`config.mk`:
```
export PLATFORM = sky130hd
export DESIGN_NAME = repeater_host
export DESIGN_NICKNAME = d
export VERILOG_FILES = /design/src/logic/line_watch.v /design/src/logic/repeater_host.v
export VERILOG_INCLUDE_DIRS = /design/src /design/src/logic
export SDC_FILE = /design/constraint.sdc
export NUM_CORES = 1
export LEC_CHECK = 0
export BUFFER_PORTS_ARGS = -buffer_cell sky130_fd_sc_hd__buf_2
export CAP_MARGIN = 20
export CORE_MARGIN = 2
export CORE_UTILIZATION = 49
export CTS_CLUSTER_DIAMETER = 100
export DETAILED_ROUTE_END_ITERATION = 6
export GPL_TIMING_DRIVEN = 0
export PLACE_DENSITY_LB_ADDON = 0.15
export SYNTH_ARGS = -nofsm -noshare
export SYNTH_HDL_FRONTEND = slang
export SYNTH_HIERARCHICAL = 1
export SYNTH_SLANG_ARGS = --single-unit
```
`constraint.sdc`:
```
create_clock -name CLK_IN -period 2.6 [get_ports CLK_IN]
set_input_delay 0.26 -clock CLK_IN [delete_from_list [all_inputs] [get_ports CLK_IN]]
set_output_delay 0.26 -clock CLK_IN [all_outputs]
set_load 0.03 [all_outputs]
```
`src/logic/repeater_host_regs.vh`:
```
// timing constants for the repeater enable controller
`ifndef REPEATER_HOST_REGS_VH
`define REPEATER_HOST_REGS_VH

// clock period of CLK_IN in ns
`define RH_CLK_NS 10
// enable high before a start condition, ns
`define RH_EN_SETUP_NS 100
// enable high after a stop condition, ns
`define RH_EN_HOLD_NS 100
// bus free time both sides must show before the enable may move, ns
`define RH_BUS_FREE_NS 4700

// least times round up to whole cycles
`define RH_EN_SETUP_CYC ((`RH_EN_SETUP_NS + `RH_CLK_NS - 1) / `RH_CLK_NS)
`define RH_EN_HOLD_CYC ((`RH_EN_HOLD_NS + `RH_CLK_NS - 1) / `RH_CLK_NS)
`define RH_BUS_FREE_CYC ((`RH_BUS_FREE_NS + `RH_CLK_NS - 1) / `RH_CLK_NS)

// reset values
`define RH_EN_RESET 1'h0
`define RH_LINE_RESET 1'h1

`endif

```
`src/logic/line_watch.v`:
```
// two-flop synchroniser with edge detection for one bus line
`timescale 1ns/1ns
`default_nettype none
`include "repeater_host_regs.vh"

module line_watch
(
  input  wire clk_in,
  input  wire reset_n_in,
  input  wire line_in,
  output wire level_out,
  output wire fell_out,
  output wire rose_out
);

  reg meta;
  reg sync;
  reg prev;

  // meta is read only by sync; edges compare sync against prev
  always @(posedge clk_in)
  begin
    if (!reset_n_in)
    begin
      meta <= `RH_LINE_RESET;
      sync <= `RH_LINE_RESET;
      prev <= `RH_LINE_RESET;
    end
    else
    begin
      meta <= line_in;
      sync <= meta;
      prev <= sync;
    end
  end

  assign level_out = sync;
  assign fell_out  = prev & ~sync;
  assign rose_out  = ~prev & sync;

endmodule // line_watch

`default_nettype wire

```
`src/logic/repeater_host.v`:
```
// enable controller and side-B line driver outside the level-shifting repeater
`timescale 1ns/1ns
`default_nettype none
`include "repeater_host_regs.vh"

////////////////////////////////////////////////////////////////////////////////
// Overview of operation
// - this controller moves the enable only while both bus sides are idle.
// - this controller's side B port joins one repeater, never two B ports.
// - this controller pulls side B lines hard to ground, below 0.4 V.
// - side A buses of several repeaters may share one star bus.
module repeater_host
#(
  parameter BUS_FREE_CYC = `RH_BUS_FREE_CYC,
  parameter EN_SETUP_CYC = `RH_EN_SETUP_CYC,
  parameter EN_HOLD_CYC  = `RH_EN_HOLD_CYC
)
(
  input  wire CLK_IN,
  input  wire RESET_N_IN,
  input  wire ENABLE_REQ_IN,
  input  wire B_DATA_LOW_REQ_IN,
  input  wire B_CLOCK_LOW_REQ_IN,
  input  wire A_SIDE_DATA_LINE_IN,
  input  wire A_SIDE_CLOCK_LINE_IN,
  input  wire B_SIDE_DATA_LINE_IN,
  input  wire B_SIDE_CLOCK_LINE_IN,
  output wire EN_OUT,
  output wire B_SIDE_DATA_LINE_OUT,
  output wire B_SIDE_DATA_LINE_OE_OUT,
  output wire B_SIDE_CLOCK_LINE_OUT,
  output wire B_SIDE_CLOCK_LINE_OE_OUT,
  output wire READY_OUT,
  output wire A_BUSY_OUT,
  output wire B_BUSY_OUT,
  output wire IDLE_OUT
);

  localparam [1:0] S_OFF   = 2'h0;
  localparam [1:0] S_SETUP = 2'h1;
  localparam [1:0] S_ON    = 2'h2;

  // index of each watched line: 0 a data, 1 a clock, 2 b data, 3 b clock
  localparam NLINES = 4;

  // the longer of bus free and enable hold must pass before any change
  localparam integer IDLE_RAW =
    (BUS_FREE_CYC > EN_HOLD_CYC) ? BUS_FREE_CYC : EN_HOLD_CYC;
  localparam [12:0] IDLE_CYC  = IDLE_RAW[12:0];
  localparam [12:0] SETUP_CYC = EN_SETUP_CYC[12:0];

  wire [NLINES-1:0] line_raw;
  wire [NLINES-1:0] level;
  wire [NLINES-1:0] fell;
  wire [NLINES-1:0] rose;

  reg  [1:0]  state;
  reg  [1:0]  next_state;
  reg         en;
  reg         next_en;
  reg  [12:0] idle_cnt;
  reg  [12:0] setup_cnt;
  reg  [12:0] next_setup_cnt;
  reg         busy_a;
  reg         busy_b;
  reg         drive_data;
  reg         drive_clock;
  reg         low_level;

  wire        idle_ok;
  wire        lines_high;

  ////////////////////////////////////////////////////////////////////////////////
  // line sampling; every pin passes two flops before use

  assign line_raw = {B_SIDE_CLOCK_LINE_IN, B_SIDE_DATA_LINE_IN,
                     A_SIDE_CLOCK_LINE_IN, A_SIDE_DATA_LINE_IN};

  genvar gi;
  generate
    for (gi = 0; gi < NLINES; gi = gi + 1)
    begin : g_watch
      line_watch u_watch
      (
        .clk_in     (CLK_IN),
        .reset_n_in (RESET_N_IN),
        .line_in    (line_raw[gi]),
        .level_out  (level[gi]),
        .fell_out   (fell[gi]),
        .rose_out   (rose[gi])
      );
    end
  endgenerate

  ////////////////////////////////////////////////////////////////////////////////
  // start and stop tracking on each side; sides are watched separately
  // because they are not joined while the enable is low

  always @(posedge CLK_IN)
  begin
    if (!RESET_N_IN)
    begin
      busy_a <= 1'h0;
      busy_b <= 1'h0;
    end
    else
    begin
      if (fell[0] && level[1])
        busy_a <= 1'h1;
      else if (rose[0] && level[1])
        busy_a <= 1'h0;
      if (fell[2] && level[3])
        busy_b <= 1'h1;
      else if (rose[2] && level[3])
        busy_b <= 1'h0;
    end
  end

  // a lone high line without a stop (e.g. bus reset mid-byte) still counts
  // as busy until a stop is seen; a stuck bus keeps the enable frozen
  assign lines_high = &level;

  always @(posedge CLK_IN)
  begin
    if (!RESET_N_IN)
      idle_cnt <= 13'h0000;
    else if (!lines_high || busy_a || busy_b)
      idle_cnt <= 13'h0000;
    else if (idle_cnt != IDLE_CYC)
      idle_cnt <= idle_cnt + 13'h0001;
  end

  // both the global bus and the repeater port must be idle
  assign idle_ok = (idle_cnt == IDLE_CYC);

  ////////////////////////////////////////////////////////////////////////////////
  // enable state machine

  always @*
  begin
    next_state     = state;
    next_en        = en;
    next_setup_cnt = setup_cnt;
    case (state)
      S_OFF:
      begin
        if (ENABLE_REQ_IN && idle_ok)
        begin
          next_state     = S_SETUP;
          next_en        = 1'h1;
          next_setup_cnt = 13'h0000;
        end
      end
      S_SETUP:
      begin
        if (!ENABLE_REQ_IN && idle_ok)
        begin
          next_state = S_OFF;
          next_en    = 1'h0;
        end
        else if (setup_cnt == SETUP_CYC)
          next_state = S_ON;
        else
          next_setup_cnt = setup_cnt + 13'h0001;
      end
      S_ON:
      begin
        if (!ENABLE_REQ_IN && idle_ok)
        begin
          next_state = S_OFF;
          next_en    = 1'h0;
        end
      end
      default:
      begin
        next_state = S_OFF;
        next_en    = 1'h0;
      end
    endcase
  end

  always @(posedge CLK_IN)
  begin
    if (!RESET_N_IN)
    begin
      state     <= S_OFF;
      en        <= `RH_EN_RESET;
      setup_cnt <= 13'h0000;
    end
    else
    begin
      state     <= next_state;
      en        <= next_en;
      setup_cnt <= next_setup_cnt;
    end
  end

  // enable driven actively both ways; the pull-up only matters if released
  assign EN_OUT = en;

  ////////////////////////////////////////////////////////////////////////////////
  // side B drivers: one direct connection to a single repeater B port

  // a new low is refused during enable setup so no start breaks setup time;
  // a low already held is kept so a stretched clock is not cut short
  always @(posedge CLK_IN)
  begin
    if (!RESET_N_IN)
    begin
      drive_data  <= 1'h0;
      drive_clock <= 1'h0;
      low_level   <= 1'h0;
    end
    else
    begin
      drive_data  <= B_DATA_LOW_REQ_IN &&
                     (state != S_SETUP || drive_data);
      drive_clock <= B_CLOCK_LOW_REQ_IN &&
                     (state != S_SETUP || drive_clock);
      low_level   <= 1'h0;
    end
  end

  // hard ground, never an offset low, so the repeater sees it as external
  assign B_SIDE_DATA_LINE_OUT     = low_level;
  assign B_SIDE_DATA_LINE_OE_OUT  = drive_data;
  assign B_SIDE_CLOCK_LINE_OUT    = low_level;
  assign B_SIDE_CLOCK_LINE_OE_OUT = drive_clock;

  ////////////////////////////////////////////////////////////////////////////////
  // status

  assign READY_OUT  = (state == S_ON);
  // side A may be a shared star bus; its traffic also blocks enable changes
  assign A_BUSY_OUT = busy_a;
  assign B_BUSY_OUT = busy_b;
  assign IDLE_OUT   = idle_ok;

endmodule // repeater_host

`default_nettype wire

```
==> reports/qor.json <==
{
  "post_synth_inst_count": 242,
  "buffer_ports.inserted": 15,
  "route.antenna.remaining_nets": 0,
  "critical_path.slowest_cell": "sky130_fd_sc_hd__or4_1",
  "placeableCoreArea_mm2": 0.00403,
  "layout_commonest_cell": "sky130_fd_sc_hd__dfxtp_1",
  "hold_class": "primary input to flop",
  "critPathArrivalTime_ps": 2580,
  "io-pin-count": 18,
  "final-hold-violation-count": 0,
  "timing.critical_path.fanout_max": 10,
  "clk_path_buf_depth": 2,
  "holdBufCountCts": 0,
  "gr_usage_total_pct": 19.6,
  "dr.pass1.iters": 4,
  "die_h_um": 69.0,
  "initialDrtViolationCount": 109,
  "setup_tns_after_final_layout_ps": 0,
  "ctsHtreeMaxLevel": 2,
  "post_synth_instance_area_mm2": 0.00207,
  "start_util_pct": 51.4,
  "min-delay-start": "A_SIDE_CLOCK_LINE_IN",
  "placer_s_final_routability_congestion_estimate": 0.798,
  "cp_num_buf_inv": 3,
  "worst_setup_path_type": "flop to flop",
  "route.detailed.wl_per_inst_um": 13.0,
  "reg2reg_setup_slack_ps": 240,
  "vias_per_cell": 5.56,
  "cts.root.buffer_cell": "sky130_fd_sc_hd__clkbuf_8",
  "p_per_area_mw_per_mm2": 545,
  "worst_setup_hold_path_clk_slew_ps": 80,
  "drv.max_cap_violation_count": 0,
  "setup.worst_path.end_class": "flop",
  "cp-startpoint": "state[1]",
  "hpwl_after_dpl_mm": 3.03,
  "setup_viol_count_final": 0,
  "critPathMaxStageDelay_ps": 580,
  "die-area_mm2": 0.00476,
  "cts_buffers": 5,
  "post-cts-setup-buffers": 0,
  "worst_ir_drop_vdd_uv": 481,
  "critical_path.startpoint_type": "flop",
  "grt_pass1_wl_mm": 6.93,
  "finalCritPeriodShare_pct": 90.8,
  "via_count": 1756,
  "die_width_um": 69.0,
  "rsz_0062_raised_after_global_routing": "false",
  "timing.critical_path.cells": "inv_1 > ha_1 > clkbuf_1 > and2_1 > clkbuf_1 > o211ai_1 > or4_1 > mux2i_1",
  "nNetsFinal": 281,
  "critical-path-top-cell-by-count": "sky130_fd_sc_hd__clkbuf_1",
  "min_path_cells": 2,
  "critical_path.reg2reg.startpoint": "state[1]",
  "finalWirelength_mm": 4.11,
  "worst_r2r_path_depth": 8,
  "highest_achievable_clock_rate_mhz": 423,
  "insertedDiodeCount": 0,
  "r2r_endpoint": "setup_cnt[8]",
  "placementRows": 23,
  "worst_ep_required_time_ps": 2820,
  "leakage_component_of_the_power_nw": 0.868,
  "cts_repair_resize_count": 0,
  "cts.sink_count": 43,
  "globalRouteOverflowTotal": 0,
  "drc": 0,
  "slew_headroom_pct": 59.9,
  "grt_start_max_net_pins": 14,
  "cts_tree": "done",
  "period_needed_ps": 2360,
  "flow.area_growth_from_synthesis_pct": 12.5,
  "syn_avg_cell_area_um2": 8.55,
  "final_layout_size_suffix_gt1_share_pct": 12.0,
  "whs_endpoint": "g_watch[1].u_watch/meta",
  "final_cell_mix": "43 x sky130_fd_sc_hd__dfxtp_1, 24 x sky130_fd_sc_hd__nand2_1, 21 x sky130_fd_sc_hd__nor2_1",
  "timing_max_transition_violations_final": 0,
  "first_global_vias": 1581,
  "finalClockSkew_ps": 6.05,
  "cell_class_contributing_the_biggest_share_of_worst_path_delay": "simple AND/OR/NAND/NOR gates",
  "antenna_found_initial": 0,
  "total_power_mw": 1.27,
  "insertion_delay_ps": 290,
  "tightestPinTransition_ps": 601,
  "synth-warning-count": 6,
  "outcome": "complete, no violations"
}
-- worst reg2reg max path: stages (launching register included) --
cell and delay (ps):
sky130_fd_sc_hd__dfxtp_1 340, sky130_fd_sc_hd__inv_1 90, sky130_fd_sc_hd__ha_1 140, sky130_fd_sc_hd__clkbuf_1 310
sky130_fd_sc_hd__and2_1 180, sky130_fd_sc_hd__clkbuf_1 280, sky130_fd_sc_hd__o211ai_1 250, sky130_fd_sc_hd__or4_1 580
sky130_fd_sc_hd__mux2i_1 130
-- power by group --
part / leakage, nW / internal (mW) / switching [mW]
clock: 0.0612 / 0.311 / 0.220
combinational: 0.457 / 0.0230 / 0.0375
sequential: 0.350 / 0.670 / 0.00698
-- registers in the layout (all words and copies together), names as in the netlist --
name / flops
idle_cnt: 13
setup_cnt: 13
g_watch.u_watch/level_out: 4
g_watch.u_watch/meta: 4
g_watch.u_watch/prev: 2
state: 2
A_BUSY_OUT: 1
B_BUSY_OUT: 1
B_SIDE_CLOCK_LINE_OE_OUT: 1
B_SIDE_DATA_LINE_OE_OUT: 1
EN_OUT: 1
-- metrics by stage --
stage | std cells | util, % | area [um^2] | hold WS, ps | worst slack (ps)
global route | 316 | 57.8 | 2330 | 139 | 16.7
CTS | 316 | 57.8 | 2330 | 137 | 204
detailed placement | 308 | 54.9 | 2210 | 403 | 231
finish | 316 | 57.8 | 2330 | 147 | 238
global placement | 308 | 54.9 | 2210 | 388 | 216
floorplan | 243 | - | 2070 | 333 | 633
-- layout make-up --
class                           instances  area [um^2]
Clock buffer                            6         82.6
Timing Repair Buffer                   15         75.1
Buffer                                  7         35.0
Tap cell                               50         62.6
Sequential cell                        43          861
Multi-Input combinational cell        177         1120
Clock inverter                          2         35.0
Inverter                               16         61.3
Fill cell                             399         1700
-- per-layer routing --
| metal | wire (um) | vias to the layer above | GRT usage [%] | share of wire [%] |
|---|---|---|---|---|
| li1 | - | 911 | - | - |
| met1 | 1970 | 814 | 25.9 | 48 |
| met2 | 1920 | 27 | 30.4 | 47 |
| met3 | 179 | 4 | 4.38 | 4.4 |
| met4 | 53 | 0 | 9.07 | 1.3 |
| met5 | 0 | - | 0 | 0 |
-- how the worst max path moves through the flow --
stage                    end  depth (start not counted)
2_1_floorplan  setup_cnt[10]                          8
3_3_place_gp    setup_cnt[8]                          8
3_5_place_dp    setup_cnt[8]                          8
4_1_cts         setup_cnt[8]                          8
5_1_grt         setup_cnt[8]                          8
6_report        setup_cnt[8]                          8
Note: power is estimated with default switching activity, not from simulation.
